--- src/include/cmd_handshake_pkg.sv ---
// Shared constants and types for the command/abort handshake block.
// Assumes one core clock; telegram fields arrive as loose bits.
package cmd_handshake_pkg;

    // ------------------------------------------------------------
    // Register map (plain port, word addresses)
    // ------------------------------------------------------------
    localparam logic [3:0] ADDR_CONTROL   = 4'h0;
    localparam logic [3:0] ADDR_STATUS    = 4'h1;
    localparam logic [3:0] ADDR_RESULT    = 4'h2;
    localparam logic [3:0] ADDR_ABORT_RES = 4'h3;
    localparam logic [3:0] ADDR_CMD_SEEN  = 4'h4;

    localparam int CTRL_DONE_BIT  = 0;
    localparam int CTRL_ADONE_BIT = 1;

    localparam int STAT_BUSY_BIT  = 0;
    localparam int STAT_ABUSY_BIT = 1;
    localparam int STAT_CACK_BIT  = 2;
    localparam int STAT_AACK_BIT  = 3;
    localparam int STAT_PRES_BIT  = 4;

    localparam logic [15:0] ZERO_WORD  = 16'h0000;
    localparam logic [7:0]  ZERO_BYTE  = 8'h00;
    localparam int          CMD_PRES_BIT = 0;
    localparam int          CMD_ACK_BIT  = 6;
    localparam int          ABORT_ACK_BIT = 7;

    // ------------------------------------------------------------
    // Types
    // ------------------------------------------------------------
    typedef enum logic [2:0] {
        ST_IDLE  = 3'b001,
        ST_CMD   = 3'b010,
        ST_ABORT = 3'b100
    } hs_state_e;

    typedef struct packed {
        logic cmd_request;
        logic abort_request;
    } request_s;

    typedef struct packed {
        logic [7:0]  cmd_byte;
        logic [15:0] result;
    } telegram_s;

endpackage

--- src/hdl/command_reset_handshake.sv ---
// Command and abort handshake of the interface module, seen from the
// fieldbus side: samples request bits per telegram, drives ack bits.
// Assumes telegram_strobe is a one-cycle pulse from logic on core_clk;
// presence_in comes from a pin and is synchronised here.
// Completion and results come from firmware over the register port.
`timescale 1ns/1ns

// Notes on behaviour
// - Commands move by request/acknowledge handshake across independent cycles.
// - Abort uses its own request and acknowledge pair.
// - Without new results the previous response telegram is resent.
// - Live presence state always appears in the outgoing command byte.
// - Seeing a set request, module clears the matching acknowledge bit.
// - On completion module sets the acknowledge again, ready for next.
// - Any started command can be aborted by an abort request.
// - While abort acknowledge is cleared, further abort requests are rejected.
// - Both requests set in one bus cycle: only the abort acts.
// - From abort request seen to abort acknowledge, command request ignored.
// - Abort after accepted command: both acks rise together at abort end.
// - Aborted command returns only the abort result telegram; a done write in the abort's cycle still publishes the command result.
module command_reset_handshake
    import cmd_handshake_pkg::*;
(
    input  wire logic        core_clk,
    input  wire logic        resetn,
    input  wire logic        clk_en,
    input  wire logic        telegram_strobe,
    input  wire request_s    request_in,
    input  wire logic        presence_in,
    input  wire logic [3:0]  reg_addr,
    input  wire logic [15:0] reg_wdata,
    input  wire logic        reg_write,
    input  wire logic        reg_read,
    output logic [15:0]      reg_rdata,
    output telegram_s        telegram_out,
    output logic             cmd_start,
    output logic             abort_start
);

    // Every register below holds while clk_en is low; a telegram strobe
    // that falls in such a cycle is lost, so the source must hold off.

    // ------------------------------------------------------------
    // Presence synchroniser
    // ------------------------------------------------------------
    // Three stages: a change is taken once stage two and three agree.
    // Reset value matches the absent level of the pin, so no false
    // presence edge is reported right after reset.
    // Limitation: a pulse shorter than two clocks may never be seen.
    logic [2:0] pres_sync;
    logic       presence;

    always_ff @(posedge core_clk or negedge resetn) begin
        if (!resetn) begin
            pres_sync <= 3'b000;
        end else if (clk_en) begin
            pres_sync <= {pres_sync[1:0], presence_in};
        end
    end

    // Agreement of stages two and three filters a level still settling
    wire pres_agree = (pres_sync[1] == pres_sync[2]);

    // Filtered level; holds its last value while the stages differ
    always_ff @(posedge core_clk or negedge resetn) begin
        if (!resetn) begin
            presence <= 1'b0;
        end else if (clk_en && pres_agree) begin
            presence <= pres_sync[2];
        end
    end

    // ------------------------------------------------------------
    // Request sampling
    // ------------------------------------------------------------
    // Request bits are only looked at when a telegram arrives; between
    // telegrams the lines may carry anything and are ignored.
    // Only rising edges start work, so a level the user leaves high
    // never starts a second command or abort.
    request_s req_now;
    request_s req_prev;

    // Current and previous telegram samples
    always_ff @(posedge core_clk or negedge resetn) begin
        if (!resetn) begin
            req_now  <= '0;
            req_prev <= '0;
        end else if (clk_en && telegram_strobe) begin
            req_prev <= req_now;
            req_now  <= request_in;
        end
    end

    // Sample pulse one cycle after the strobe, once req_now is fresh
    // Trade-off: one cycle of latency buys a clean compare of two
    // registered samples instead of a compare against the raw lines.
    logic sample_pulse;

    always_ff @(posedge core_clk or negedge resetn) begin
        if (!resetn) begin
            sample_pulse <= 1'b0;
        end else if (clk_en) begin
            sample_pulse <= telegram_strobe;
        end
    end

    wire cmd_rise   = sample_pulse && req_now.cmd_request && !req_prev.cmd_request;
    wire abort_rise = sample_pulse && req_now.abort_request && !req_prev.abort_request;
    // Both rises come from the same pair of samples, which lets the
    // machine see a joint command and abort as one event.

    // ------------------------------------------------------------
    // Handshake state machine
    // ------------------------------------------------------------
    hs_state_e state;
    hs_state_e next_state;
    logic      cmd_ack;
    logic      abort_ack;
    logic      next_cmd_ack;
    logic      next_abort_ack;
    logic      cmd_done_req;
    logic      abort_done_req;
    logic      aborted_cmd;
    logic      next_aborted_cmd;

    // State decode shared by the transitions, start pulses and status
    wire in_idle  = (state == ST_IDLE);
    wire in_cmd   = (state == ST_CMD);
    wire in_abort = (state == ST_ABORT);

    // An abort is refused while its own acknowledge is still low, so a
    // running abort can never be cut short by a second one.
    // A command needs an idle machine and loses to an abort seen in the
    // same telegram; while an abort runs the machine is not idle, which
    // masks the command request until the abort acknowledge rises.
    // Command accepted only when idle and not masked by an abort
    wire accept_abort = abort_rise && abort_ack;
    wire accept_cmd   = cmd_rise && !abort_rise && cmd_ack
                        && in_idle;

    // Transitions. Completion writes from software end a command or an
    // abort; an abort taken during a command marks it, so that its result
    // is never published unless the done write falls in that same cycle, and both acknowledges rise together at the end.
    always_comb begin
        next_state       = state;
        next_cmd_ack     = cmd_ack;
        next_abort_ack   = abort_ack;
        next_aborted_cmd = aborted_cmd;
        case (state)
            ST_IDLE: begin
                if (accept_abort) begin
                    next_state     = ST_ABORT;
                    next_abort_ack = 1'b0;
                end else if (accept_cmd) begin
                    next_state   = ST_CMD;
                    next_cmd_ack = 1'b0;
                end
            end
            ST_CMD: begin
                // An abort wins over a done write in the same cycle
                if (accept_abort) begin
                    next_state       = ST_ABORT;
                    next_abort_ack   = 1'b0;
                    next_aborted_cmd = 1'b1;
                end else if (cmd_done_req) begin
                    next_state   = ST_IDLE;
                    next_cmd_ack = 1'b1;
                end
            end
            ST_ABORT: begin
                // Abort done releases both acks together, cut command or not
                if (abort_done_req) begin
                    next_state       = ST_IDLE;
                    next_abort_ack   = 1'b1;
                    next_cmd_ack     = 1'b1;
                    next_aborted_cmd = 1'b0;
                end
            end
            default: begin
                // Illegal code: fall back to idle, acks as they stand
                next_state = ST_IDLE;
            end
        endcase
    end

    // Both acknowledges reset high: the block is ready for a command and
    // an abort as soon as reset is released.
    always_ff @(posedge core_clk or negedge resetn) begin
        if (!resetn) begin
            state       <= ST_IDLE;
            cmd_ack     <= 1'b1;
            abort_ack   <= 1'b1;
            aborted_cmd <= 1'b0;
        end else if (clk_en) begin
            state       <= next_state;
            cmd_ack     <= next_cmd_ack;
            abort_ack   <= next_abort_ack;
            aborted_cmd <= next_aborted_cmd;
        end
    end

    // Start pulses toward the execution logic; registered so that they
    // rise on the same edge as the matching acknowledge falls.
    wire next_cmd_start   = in_idle && accept_cmd && !accept_abort;
    wire next_abort_start = !in_abort && accept_abort;

    always_ff @(posedge core_clk or negedge resetn) begin
        if (!resetn) begin
            cmd_start   <= 1'b0;
            abort_start <= 1'b0;
        end else if (clk_en) begin
            cmd_start   <= next_cmd_start;
            abort_start <= next_abort_start;
        end
    end

    // ------------------------------------------------------------
    // Register port
    // ------------------------------------------------------------
    // Software (the execution firmware) reports completion and results.
    // Completion bits only act in the matching busy state, so a stray or
    // late done write cannot end a request that was never accepted.
    // Results must be written before the done bit: the telegram copies
    // the result register on the edge that takes the done write.
    logic [15:0] cmd_result;
    logic [15:0] abort_result;
    logic [15:0] cmd_count;

    // Write decode
    wire wr_control  = reg_write && (reg_addr == ADDR_CONTROL);
    wire wr_result   = reg_write && (reg_addr == ADDR_RESULT);
    wire wr_abortres = reg_write && (reg_addr == ADDR_ABORT_RES);

    assign cmd_done_req   = wr_control && reg_wdata[CTRL_DONE_BIT] && (state == ST_CMD);
    assign abort_done_req = wr_control && reg_wdata[CTRL_ADONE_BIT] && (state == ST_ABORT);

    // Result registers are plain storage; they publish only on completion
    always_ff @(posedge core_clk or negedge resetn) begin
        if (!resetn) begin
            cmd_result   <= ZERO_WORD;
            abort_result <= ZERO_WORD;
        end else if (clk_en) begin
            if (wr_result) begin
                cmd_result <= reg_wdata;
            end
            if (wr_abortres) begin
                abort_result <= reg_wdata;
            end
        end
    end

    // Counts accepted commands; wraps silently, software reads a delta
    always_ff @(posedge core_clk or negedge resetn) begin
        if (!resetn) begin
            cmd_count <= ZERO_WORD;
        end else if (clk_en && cmd_start) begin
            cmd_count <= cmd_count + 16'h0001;
        end
    end

    // Status mirrors the live handshake so firmware can poll instead of
    // watching the start pulses.
    logic [15:0] status_word;

    always_comb begin
        status_word                 = ZERO_WORD;
        status_word[STAT_BUSY_BIT]  = in_cmd;
        status_word[STAT_ABUSY_BIT] = in_abort;
        status_word[STAT_CACK_BIT]  = cmd_ack;
        status_word[STAT_AACK_BIT]  = abort_ack;
        status_word[STAT_PRES_BIT]  = presence;
    end

    // Unmapped and write-only addresses read as zero; read data stand for
    // one cycle only and are zero otherwise, so stale data never linger.
    wire [15:0] read_mux = (reg_addr == ADDR_STATUS)    ? status_word  :
                           (reg_addr == ADDR_RESULT)    ? cmd_result   :
                           (reg_addr == ADDR_ABORT_RES) ? abort_result :
                           (reg_addr == ADDR_CMD_SEEN)  ? cmd_count    :
                           ZERO_WORD;

    always_ff @(posedge core_clk or negedge resetn) begin
        if (!resetn) begin
            reg_rdata <= ZERO_WORD;
        end else if (clk_en) begin
            reg_rdata <= reg_read ? read_mux : ZERO_WORD;
        end
    end

    // ------------------------------------------------------------
    // Outgoing telegram
    // ------------------------------------------------------------
    // Result is latched only at completion, so between completions the
    // previous response stands; an aborted command publishes only if its done write falls in the abort's cycle.
    // The abort result replaces whatever the command had written, which
    // is how a cut command is hidden from the user by the end of the abort.
    logic [15:0] held_result;
    logic [15:0] next_held_result;

    // Held value only moves on a done write in the matching state
    always_comb begin
        next_held_result = held_result;
        if (cmd_done_req && !aborted_cmd) begin
            next_held_result = cmd_result;
        end else if (abort_done_req) begin
            next_held_result = abort_result;
        end
    end

    always_ff @(posedge core_clk or negedge resetn) begin
        if (!resetn) begin
            held_result <= ZERO_WORD;
        end else if (clk_en) begin
            held_result <= next_held_result;
        end
    end

    // Command byte: presence is taken live every cycle, even before any
    // command; the acknowledges use their next values so that the byte and
    // the internal state change on the same edge and never disagree.
    // Unused bits stay zero.
    logic [7:0] next_cmd_byte;

    always_comb begin
        next_cmd_byte                = ZERO_BYTE;
        next_cmd_byte[CMD_PRES_BIT]  = presence;
        next_cmd_byte[CMD_ACK_BIT]   = next_cmd_ack;
        next_cmd_byte[ABORT_ACK_BIT] = next_abort_ack;
    end

    // Whole telegram is registered, so the fieldbus side never sees a
    // half-updated byte against a new result word.
    always_ff @(posedge core_clk or negedge resetn) begin
        if (!resetn) begin
            telegram_out <= '0;
        end else if (clk_en) begin
            telegram_out.cmd_byte <= next_cmd_byte;
            telegram_out.result   <= next_held_result;
        end
    end

endmodule

--- config.mk ---
export PLATFORM = sky130hd
export DESIGN_NAME = command_reset_handshake
export DESIGN_NICKNAME = d
export VERILOG_FILES = /design/src/include/cmd_handshake_pkg.sv /design/src/hdl/command_reset_handshake.sv
export SDC_FILE = /design/constraint.sdc
export NUM_CORES = 1
export LEC_CHECK = 0
export ABC_CLOCK_PERIOD_IN_PS = 2800
export BUFFER_PORTS_ARGS = -buffer_cell sky130_fd_sc_hd__buf_2
export CAP_MARGIN = 20
export CORE_MARGIN = 8
export CORE_UTILIZATION = 57
export DETAILED_ROUTE_END_ITERATION = 6
export GPL_TIMING_DRIVEN = 0
export PLACE_DENSITY_LB_ADDON = 0.15
export SYNTH_ARGS = -nofsm -noshare
export SYNTH_HDL_FRONTEND = slang
export SYNTH_SLANG_ARGS = --single-unit
--- constraint.sdc ---
create_clock -name core_clk -period 2.8 [get_ports core_clk]
set_clock_uncertainty 0.15 [all_clocks]
set_input_delay 0.42 -clock core_clk [delete_from_list [all_inputs] [get_ports core_clk]]
set_output_delay 0.42 -clock core_clk [all_outputs]
set_load 0.02 [all_outputs]
Yosys cells after proc, flatten, opt, wreduce, memory -nomap -nowiden
Index checks and enable logic that the tools add are counted.
{"block": "op_classes", "muxes": 25, "order_cmp": 0, "n_addsub": 1, "bitwise": 0, "eq_ne": 12, "reduce_logical": 37, "n_shift": 0, "n_div": 0, "n_mul": 0}
{"cell": "16-bit 2-to-1 mux", "count": 7}
{"cell": "1-bit logical AND", "count": 22}
{"cell": "16-bit by 1-bit adder with 16-bit output, second input constant", "count": 1}
{"cell": "3-bit 2-to-1 mux", "count": 5}
{"cell": "1-bit 2-to-1 mux", "count": 9}
{"cell": "3-bit one-hot mux with 3 select lines", "count": 1}
{"cell": "4-bit by 2-bit == test with 1-bit output, second input constant", "count": 2}
{"cell": "4-bit AND reduction", "count": 2}
{"cell": "1-bit logical NOT", "count": 6}
{"cell": "2-bit AND reduction", "count": 3}
{"cell": "4-bit by 1-bit == test with 1-bit output, second input constant", "count": 1}
{"cell": "4-bit by 3-bit == test with 1-bit output, second input constant", "count": 1}
{"cell": "4-bit logical NOT", "count": 1}
{"cell": "1-bit one-hot mux with 2 select lines", "count": 2}
{"cell": "2-bit nonzero test", "count": 2}
{"cell": "3-bit by 1-bit == test with 1-bit output, second input constant", "count": 1}
{"cell": "3-bit by 2-bit == test with 1-bit output, second input constant", "count": 1}
{"cell": "3-bit == test, second input constant", "count": 1}
{"cell": "3-bit by 1-bit != test with 1-bit output, second input constant", "count": 1}
{"cell": "3-bit by 2-bit != test with 1-bit output, second input constant", "count": 1}
{"cell": "1-bit one-hot mux with 3 select lines", "count": 1}
{"cell": "2-bit by 1-bit != test with 1-bit output, second input constant", "count": 1}
{"cell": "2-bit != test, second input constant", "count": 1}
{"cell": "2-bit OR reduction", "count": 1}
{"cell": "1-bit == test", "count": 1}
{"block": "word_totals", "out_inout_bits": 42, "regBits": 100, "latch_bits": 0, "rom_bits": 0, "ramBits": 0, "n_memories": 0}

Depth between registers and ports, before layout
Gate-level depths: netlist (run 1).
{"block": "logic_depth", "depth_word": 9, "depth_mapped": 8, "depth_no_buf": 5}

Worst setup path before layout (run 1)
OpenSTA, ideal clock, no wires.
{"block": "synth_timing", "kind": "input port to flip-flop", "from": "input reg_addr[0]", "to": "register held_result[0]", "path_buffers": 4, "required_ns": 2.577, "arrival_time_ns": 2.167, "setup_slack_ns": 0.409, "cell_stages": 8, "cell_sequence": "buf_6 or4_4 or4_4 buf_6 and2_4 buf_6 buf_8 a21oi_2"}
{"block": "synth_via", "elab_chain_len": 7, "elab_cells_between_ends": 10}
{"item": "from (decl)", "line": "command_reset_handshake.sv:30", "text": "input wire logic [3:0] reg_addr,"}
{"item": "4-bit logical NOT *", "line": "command_reset_handshake.sv:230", "text": "wire wr_control = reg_write && (reg_addr == ADDR_CONTROL);"}
{"item": "1-bit logical AND *", "line": "command_reset_handshake.sv:230"}
{"item": "1-bit logical AND (2 in a row)", "line": "command_reset_handshake.sv:234", "text": "assign cmd_done_req = wr_control && reg_wdata[CTRL_DONE_BIT] && (state == ST_CMD);"}
{"item": "1-bit logical AND", "line": "command_reset_handshake.sv:303", "text": "if (cmd_done_req && !aborted_cmd) begin"}
{"item": "2-bit nonzero test (no line)"}
{"item": "2-bit AND reduction (no line)"}
{"item": "to (signal assigned)", "line": "command_reset_handshake.sv:314", "text": "held_result <= next_held_result;"}
{"item": "to (decl)", "line": "command_reset_handshake.sv:297", "text": "logic [15:0] held_result;"}
Every way passes the cells marked *; elsewhere a longest branch is shown, timed or not.
A chain may end at the register's enable or synchronous reset.

Worst setup path in the final report (run 1)
{"block": "layout_timing", "from": "register state[0]", "to": "register held_result[6]"}
{"block": "layout_via", "elab_chain_len": 5, "elab_cells_between_ends": 8}
{"item": "from (decl)", "line": "command_reset_handshake.sv:115", "text": "hs_state_e state;"}
{"item": "from (signal assigned)", "line": "command_reset_handshake.sv:195", "text": "state <= next_state;"}
{"item": "3-bit by 2-bit == test with 1-bit output", "line": "command_reset_handshake.sv:234"}
{"item": "1-bit logical AND", "line": "command_reset_handshake.sv:234"}
{"item": "1-bit logical AND", "line": "command_reset_handshake.sv:303"}
{"item": "2-bit nonzero test (no line)"}
{"item": "2-bit AND reduction (no line)"}
Several ways; a longest one is shown, not always the timed one.

==> Flow_metrics.wiki, run 1 <==
{| class="wikitable"
! Metric !! Value
|-
| Share of synthesized flip-flops with an asynchronous set or reset || 100%
|-
| Clock buffer count from CTS || 9
|-
| Post-Syn Instances || 381
|-
| TritonCTS clock tree || built
|-
| Wire length after detailed routing || 10.5 mm
|-
| RSZ-0062 raised after global routing || no
|-
| Worst max-slew margin expressed relative to the limit || 38.8%
|-
| Post-synthesis instance area || 4620 um^2
|-
| Crit. End Element || register
|-
| FP Rows || 33
|-
| Total track usage || 19.0%
|-
| Final worst path period share || 89.7%
|-
| Routability cong. || 0.977
|-
| Height of the chip || 106 um
|-
| Total of max-cap violations || 0
|-
| Setup Total Neg Slack || 0 ns
|-
| M2 GR Usage || 31.3%
|-
| Layout overhead on the synthesized area || 15.6%
|-
| Count of flip-flops with a built-in enable after synthesis || 0
|-
| Final min period || 2.51 ns
|-
| Number of port buffers || 63
|-
| Cell variety after synth || 55
|-
| Starting DRT DRC Count || 117
|-
| Wirelength per Cell || 18.3 um
|-
| Maximum number of pins on one net before global-route repair || 68
|-
| Detailed Place HPWL || 7.55 mm
|-
| Root Buffer || sky130_fd_sc_hd__clkbuf_8
|-
| Die outline area || 11200 um^2
|-
| Pin slew with the least headroom to its limit || 0.906 ns
|-
| Die width || 106 um
|-
| Number of iterations in the first detailed-routing pass || 4
|-
| Seq/Total Area, Yosys || 54.3%
|-
| Total leakage power || 2.51 nW
|-
| IR Drop Worst-Case VDD || 0.321 mV
|-
| Synthesis Warnings || 0
|-
| Wire length of the first global-routing pass || 17.2 mm
|-
| Type of origin of the critical path || register
|-
| Vias in the first global route || 3413
|-
| Antenna diode instance count || 0
|-
| Most Crowded Layer GR || met2
|-
| Critical Setup Path Class || register to register
|-
| Total via count in the routed design || 3285
|-
| Count of final hold-check violations || 0
|-
| # H-tree levels || 3
|-
| Achievable clock frequency || 0.398 GHz
|-
| Remaining global-route overflow || 0
|-
| Worst skew pair latency || 0.37 ns
|-
| Placeable core area || 8050 um^2
|-
| Clock-pin slew on the worst setup and hold paths || 0.10 ns
|-
| Post CTS Setup Buffer Count || 0
|-
| Antenna violations before repair || 0
|-
| M3 GR Usage || 4.78%
|-
| Required time of the worst setup path || 2.91 ns
|-
| Number of nets in the finished design || 492
|-
| Initial core utilization || 57.3%
|-
| Clock sink total || 100
|-
| Number of primary I/O pins || 71
|-
| Maximum root-to-sink buffer count || 2
|-
| Worst Path Arrival || 2.62 ns
|-
| Routed vias/inst || 5.74
|-
| Residual antenna-violating net count after detailed routing || 0
|-
| Post-synth top flop || sky130_fd_sc_hd__dfrtp_1
|-
| Syn_area_per_cell || 12.1 um^2
|-
| Global routing met1 resource utilization || 23.9%
|-
| Crit path setup slack, layout || 0.288 ns
|-
| Count of unresolved DRC violations after routing || 0
|-
| Setup-failing EPs final || 0
|-
| CP max FO || 10
|-
| Number of flip-flops and latches in the synthesized netlist || 100
|-
| Run status || complete, no violations
|-
| Ratio of cells with drive above 1 in the final layout || 35.3%
|-
| Ratio of total power to cell area || 619 nW/um^2
|-
| Placement-stage worst setup slack || 0.0588 ns
|-
| Class of the most critical hold timing path || input pin to register
|-
| Most common library cell in the layout ignoring fill and taps || sky130_fd_sc_hd__dfrtp_1
|-
| Commonest non-fill, non-tap cells in the layout || 97 x sky130_fd_sc_hd__dfrtp_1, 63 x sky130_fd_sc_hd__buf_2, 55 x sky130_fd_sc_hd__mux2_2, 21 x sky130_fd_sc_hd__inv_1, 16 x sky130_fd_sc_hd__o22ai_1
|-
| Number of max-slew violations in the final report || 0
|}
-- state kept, by name, summed over array words and instances, names as in the netlist, 2 cells and up --
register      flops
held_result      16
cmd_count        16
abort_result     16
pres_sync         3
cmd_result       16
req_now           2
state             3
telegram_out      3
reg_rdata        16
req_prev          2
-- path summary, 6_finish.rpt --
check | slack [ns] | start | cells after the start | end
min reg2reg | 0.34 | reg_rdata[12] | 1 | reg_rdata[12]
min in group asynchronous | 0.38 | resetn | 2 | cmd_result[9]
max | 0.29 | state[0] | 7 | held_result[6]
max reg2reg | 0.29 | state[0] | 7 | held_result[6]
max in group asynchronous | 1.40 | resetn | 3 | abort_ack
min | 0.13 | presence_in | 2 | pres_sync[0]
-- synth_stat cells, types with 3 or more instances --
cell,n,area share (%)
sky130_fd_sc_hd__nor3b_1,3,0.49
sky130_fd_sc_hd__dfrtp_1,97,53
sky130_fd_sc_hd__mux2_2,55,13
sky130_fd_sc_hd__nor2_1,7,0.57
sky130_fd_sc_hd__a32o_1,3,0.65
sky130_fd_sc_hd__a21oi_2,10,1.9
sky130_fd_sc_hd__nand2_1,15,1.2
sky130_fd_sc_hd__o22ai_1,16,2.2
sky130_fd_sc_hd__nand3_1,10,1.1
sky130_fd_sc_hd__and4_1,4,0.76
sky130_fd_sc_hd__o2bb2ai_1,14,2.7
sky130_fd_sc_hd__and3_1,4,0.54
sky130_fd_sc_hd__a22oi_1,14,2.3
sky130_fd_sc_hd__dfstp_2,3,1.7
sky130_fd_sc_hd__buf_4,5,0.81
sky130_fd_sc_hd__o21ai_0,8,0.87
sky130_fd_sc_hd__inv_1,21,1.7
sky130_fd_sc_hd__xnor2_1,12,2.3
sky130_fd_sc_hd__clkbuf_1,15,1.2
sky130_fd_sc_hd__a21o_1,3,0.49
sky130_fd_sc_hd__buf_6,3,0.73
sky130_fd_sc_hd__a21oi_1,9,0.98
sky130_fd_sc_hd__nand4_1,3,0.41
sky130_fd_sc_hd__nand3b_1,3,0.49
sky130_fd_sc_hd__xor2_1,4,0.76
sky130_fd_sc_hd__a22o_1,3,0.57
-- worst max-delay path, cell delays in order, from the launching register on --
cell and delay, ns:
sky130_fd_sc_hd__dfstp_2 0.37, sky130_fd_sc_hd__clkbuf_1 0.17, sky130_fd_sc_hd__or4bb_1 0.55, sky130_fd_sc_hd__or4_4 0.43
sky130_fd_sc_hd__buf_6 0.15, sky130_fd_sc_hd__clkbuf_1 0.25, sky130_fd_sc_hd__o22ai_1 0.30, sky130_fd_sc_hd__a21oi_2 0.04
-- layout make-up --
| cell class | count | area [um^2] |
|---|---|---|
| plain buffers | 25 | 148 |
| inverters | 22 | 82.6 |
| clock buffers | 11 | 151 |
| repair buffers | 66 | 360 |
| fillers | 646 | 2720 |
| multi-input cells | 238 | 1890 |
| clock inverters | 5 | 60.1 |
| well taps | 105 | 131 |
| flip-flops and latches | 100 | 2510 |
-- report_power, final --
group / internal, mW / switching, mW / total [mW] / leakage (nW)
registers: 1.62 / 0.124 / 1.74 / 1.24
clock network: 0.464 / 0.509 / 0.973 / 0.106
logic: 0.280 / 0.304 / 0.584 / 1.17
total: 2.36 / 0.937 / 3.30 / 2.51
-- through the flow --
step	cell area, um^2	hold slack, ns	utilization [%]	total power, mW	cells
after floorplan	4630	-0.0256	-	2.15	385
after global placement	5080	0.318	63.1	2.33	553
after detailed placement	5110	0.255	63.4	2.35	554
after CTS	5330	0.114	66.2	3.32	571
after global routing	5330	0.115	66.2	3.44	572
final	5330	0.133	66.2	3.30	572
-- metal layers --
| layer | part of all wire (%) | routed length [um] | up-vias |
|---|---|---|---|
| met3 | 5.2 | 544 | 19 |
| li1 | - | - | 1559 |
| met4 | 1.7 | 178 | 0 |
| met5 | 0 | 0 | - |
| met2 | 49 | 5080 | 97 |
| met1 | 44 | 4650 | 1610 |
-- kinds of logic (layout without fill, tap and decap cells) --
group | count (synthesis) | after routing | share of synthesized area (%)
adders and majority gates | 1 | 1 | 0.271
xor gates and xnor gates | 16 | 16 | 3.04
other | 1 | 5 | 0.0812
DFF | 100 | 100 | 54.3
buffers and inverters | 47 | 129 | 4.99
and+or+nand+nor | 69 | 69 | 9.19
muxes | 55 | 55 | 13.4
AOI/OAI and AO/OA | 92 | 92 | 14.7
-- repair_timing --
item                      in CTS  in global routing
hold buffers                   1                  0
hold endpoints to repair      31                  0
resized for setup              0                  0
Power figures use the tool's default switching activity.
==> inputs of run 2 (changes only) <==
--- a/config.mk
+++ b/config.mk
@@ -8,7 +8,7 @@
 export ABC_CLOCK_PERIOD_IN_PS = 2800
 export BUFFER_PORTS_ARGS = -buffer_cell sky130_fd_sc_hd__buf_2
 export CAP_MARGIN = 20
-export CORE_MARGIN = 8
+export CORE_MARGIN = 5
 export CORE_UTILIZATION = 57
 export DETAILED_ROUTE_END_ITERATION = 6
 export GPL_TIMING_DRIVEN = 0
==> Flow_metrics.wiki, run 2 (synthesis gave the netlist of run 1 again) <==
{| class="wikitable"
! Metric !! Value
|-
| Number of iterations in the first detailed-routing pass || 4
|-
| Die outline area || 10000 um^2
|-
| Number of max-slew violations in the final report || 0
|-
| Total leakage power || 2.49 nW
|-
| Total of max-cap violations || 0
|-
| Most common library cell in the layout ignoring fill and taps || sky130_fd_sc_hd__dfrtp_1
|-
| Count of buffering cells on the critical path with inverters included || 3
|-
| Count of final hold-check violations || 0
|-
| RSZ-0062 raised after global routing || no
|-
| Maximum number of pins on one net before global-route repair || 55
|-
| Routability cong. || 0.826
|-
| Count of placed standard cells including taps || 551
|-
| Clock sink total || 100
|-
| Worst path most repeated cell || sky130_fd_sc_hd__clkbuf_1
|-
| Setup-failing EPs final || 0
|-
| Total via count in the routed design || 3262
|-
| Wire length of the first global-routing pass || 16.5 mm
|-
| Residual antenna-violating net count after detailed routing || 0
|-
| # H-tree levels || 3
|-
| Antenna violations before repair || 0
|-
| Clock-pin slew on the worst setup and hold paths || 0.10 ns
|-
| Initial core utilization || 59.1%
|-
| FP Rows || 32
|-
| Slowest-stage cell, CP || sky130_fd_sc_hd__or4bb_1
|-
| Type of origin of the critical path || register
|-
| Placement-stage worst setup slack || 0.0329 ns
|-
| Final Instance Count excl. Fillers || 569
|-
| Clock buffer count from CTS || 9
|-
| Required time of the worst setup path || 2.91 ns
|-
| Post-layout util || 67.9%
|-
| Crit. End Element || register
|-
| Number of nets in the finished design || 492
|-
| Vias in the first global route || 3322
|-
| Count of unresolved DRC violations after routing || 0
|-
| Class of the most critical hold timing path || input pin to register
|-
| Number of primary I/O pins || 71
|-
| Root Buffer || sky130_fd_sc_hd__clkbuf_8
|-
| IR Drop Worst-Case VDD || 0.350 mV
|-
| Die width || 100 um
|-
| Placeable core area || 7810 um^2
|-
| Remaining global-route overflow || 0
|-
| Ratio of cells with drive above 1 in the final layout || 35.3%
|-
| Wire length after detailed routing || 9.84 mm
|-
| Detailed Place HPWL || 7.19 mm
|-
| Final min period || 2.53 ns
|-
| Antenna diode instance count || 0
|-
| Top delay family on crit path || simple AND/OR/NAND/NOR gates
|-
| Commonest non-fill, non-tap cells in the layout || 97 x sky130_fd_sc_hd__dfrtp_1, 63 x sky130_fd_sc_hd__buf_2, 55 x sky130_fd_sc_hd__mux2_2, 21 x sky130_fd_sc_hd__inv_1, 16 x sky130_fd_sc_hd__o22ai_1
|-
| CP max FO || 10
|-
| Run status || complete, no violations
|-
| Starting DRT DRC Count || 153
|-
| Wirelength per Cell || 17.3 um
|-
| Delay of the slowest cell on the worst path || 0.54 ns
|-
| Height of the chip || 100 um
|-
| Final total power || 3.20 mW
|-
| Routed vias/inst || 5.73
|-
| Worst max-slew margin expressed relative to the limit || 43.3%
|-
| Layout overhead on the synthesized area || 14.9%
|-
| Pin slew with the least headroom to its limit || 0.839 ns
|-
| Crit path setup slack, layout || 0.272 ns
|-
| CP cell instances || clkbuf_1 > or4bb_1 > or4_4 > buf_6 > clkbuf_1 > o22ai_1 > a21oi_2
|-
| Achievable clock frequency || 0.396 GHz
|-
| Total track usage || 20.7%
|-
| TritonCTS clock tree || built
|-
| Critical Setup Path Class || register to register
|-
| Worst skew pair latency || 0.37 ns
|-
| Number of port buffers || 63
|-
| Setup Total Neg Slack || 0 ns
|-
| Final worst path period share || 90.3%
|-
| Maximum root-to-sink buffer count || 2
|-
| Worst Path Arrival || 2.63 ns
|-
| Ratio of total power to cell area || 604 nW/um^2
|-
| Final-layout fill cell count || 632
|}
## run 2: worst paths after layout
check	from	end	slack, ns	cells after the start
worst max-delay path	state[0]	held_result[0]	0.27	7
worst min-delay path	presence_in	pres_sync[0]	0.13	2
worst max register to register	state[0]	held_result[0]	0.27	7
worst min register to register	cmd_count[15]	cmd_count[15]	0.34	1
max in group asynchronous	resetn	cmd_count[0]	1.38	3
min in group asynchronous	resetn	held_result[14]	0.44	2
## run 2: cell type report
class	count	area, um^2	area share, %
Sequential cell	100	2510	47.3
Tap cell	102	128	2.41
Inverter	22	82.6	1.56
Buffer	25	148	2.78
Clock buffer	9	124	2.34
Multi-Input combinational cell	238	1890	35.7
Clock inverter	7	60.1	1.13
Timing Repair Buffer	66	360	6.80
## run 2: where the power goes
| group | switching, mW | total [mW] | internal (mW) |
|---|---|---|---|
| Sequential | 0.124 | 1.74 | 1.62 |
| Clock | 0.544 | 0.879 | 0.335 |
| Combinational | 0.300 | 0.580 | 0.280 |
| Total | 0.968 | 3.20 | 2.24 |
## run 2: layer usage
metal,track usage [%],vias up,wire length (um)
li1,-,1548,-
met1,27.6,1612,4420
met2,34.3,88,4740
met3,4.31,14,513
met4,6.63,0,164
met5,0,-,0
## run 2: per-stage QoR
step	area (um^2)	hold slack, ns
4_1_cts	5300	0.117
6_report	5300	0.125
5_1_grt	5300	0.125
3_3_place_gp	5070	0.312
2_1_floorplan	4630	-0.0256
3_5_place_dp	5100	0.318
## run 2: repair_timing
| action | in CTS | in global routing |
|---|---|---|
| setup buffers | 0 | 0 |
| endpoints found under the hold margin | 43 | 0 |
| gates resized for setup | 0 | 0 |
| hold buffers | 1 | 0 |
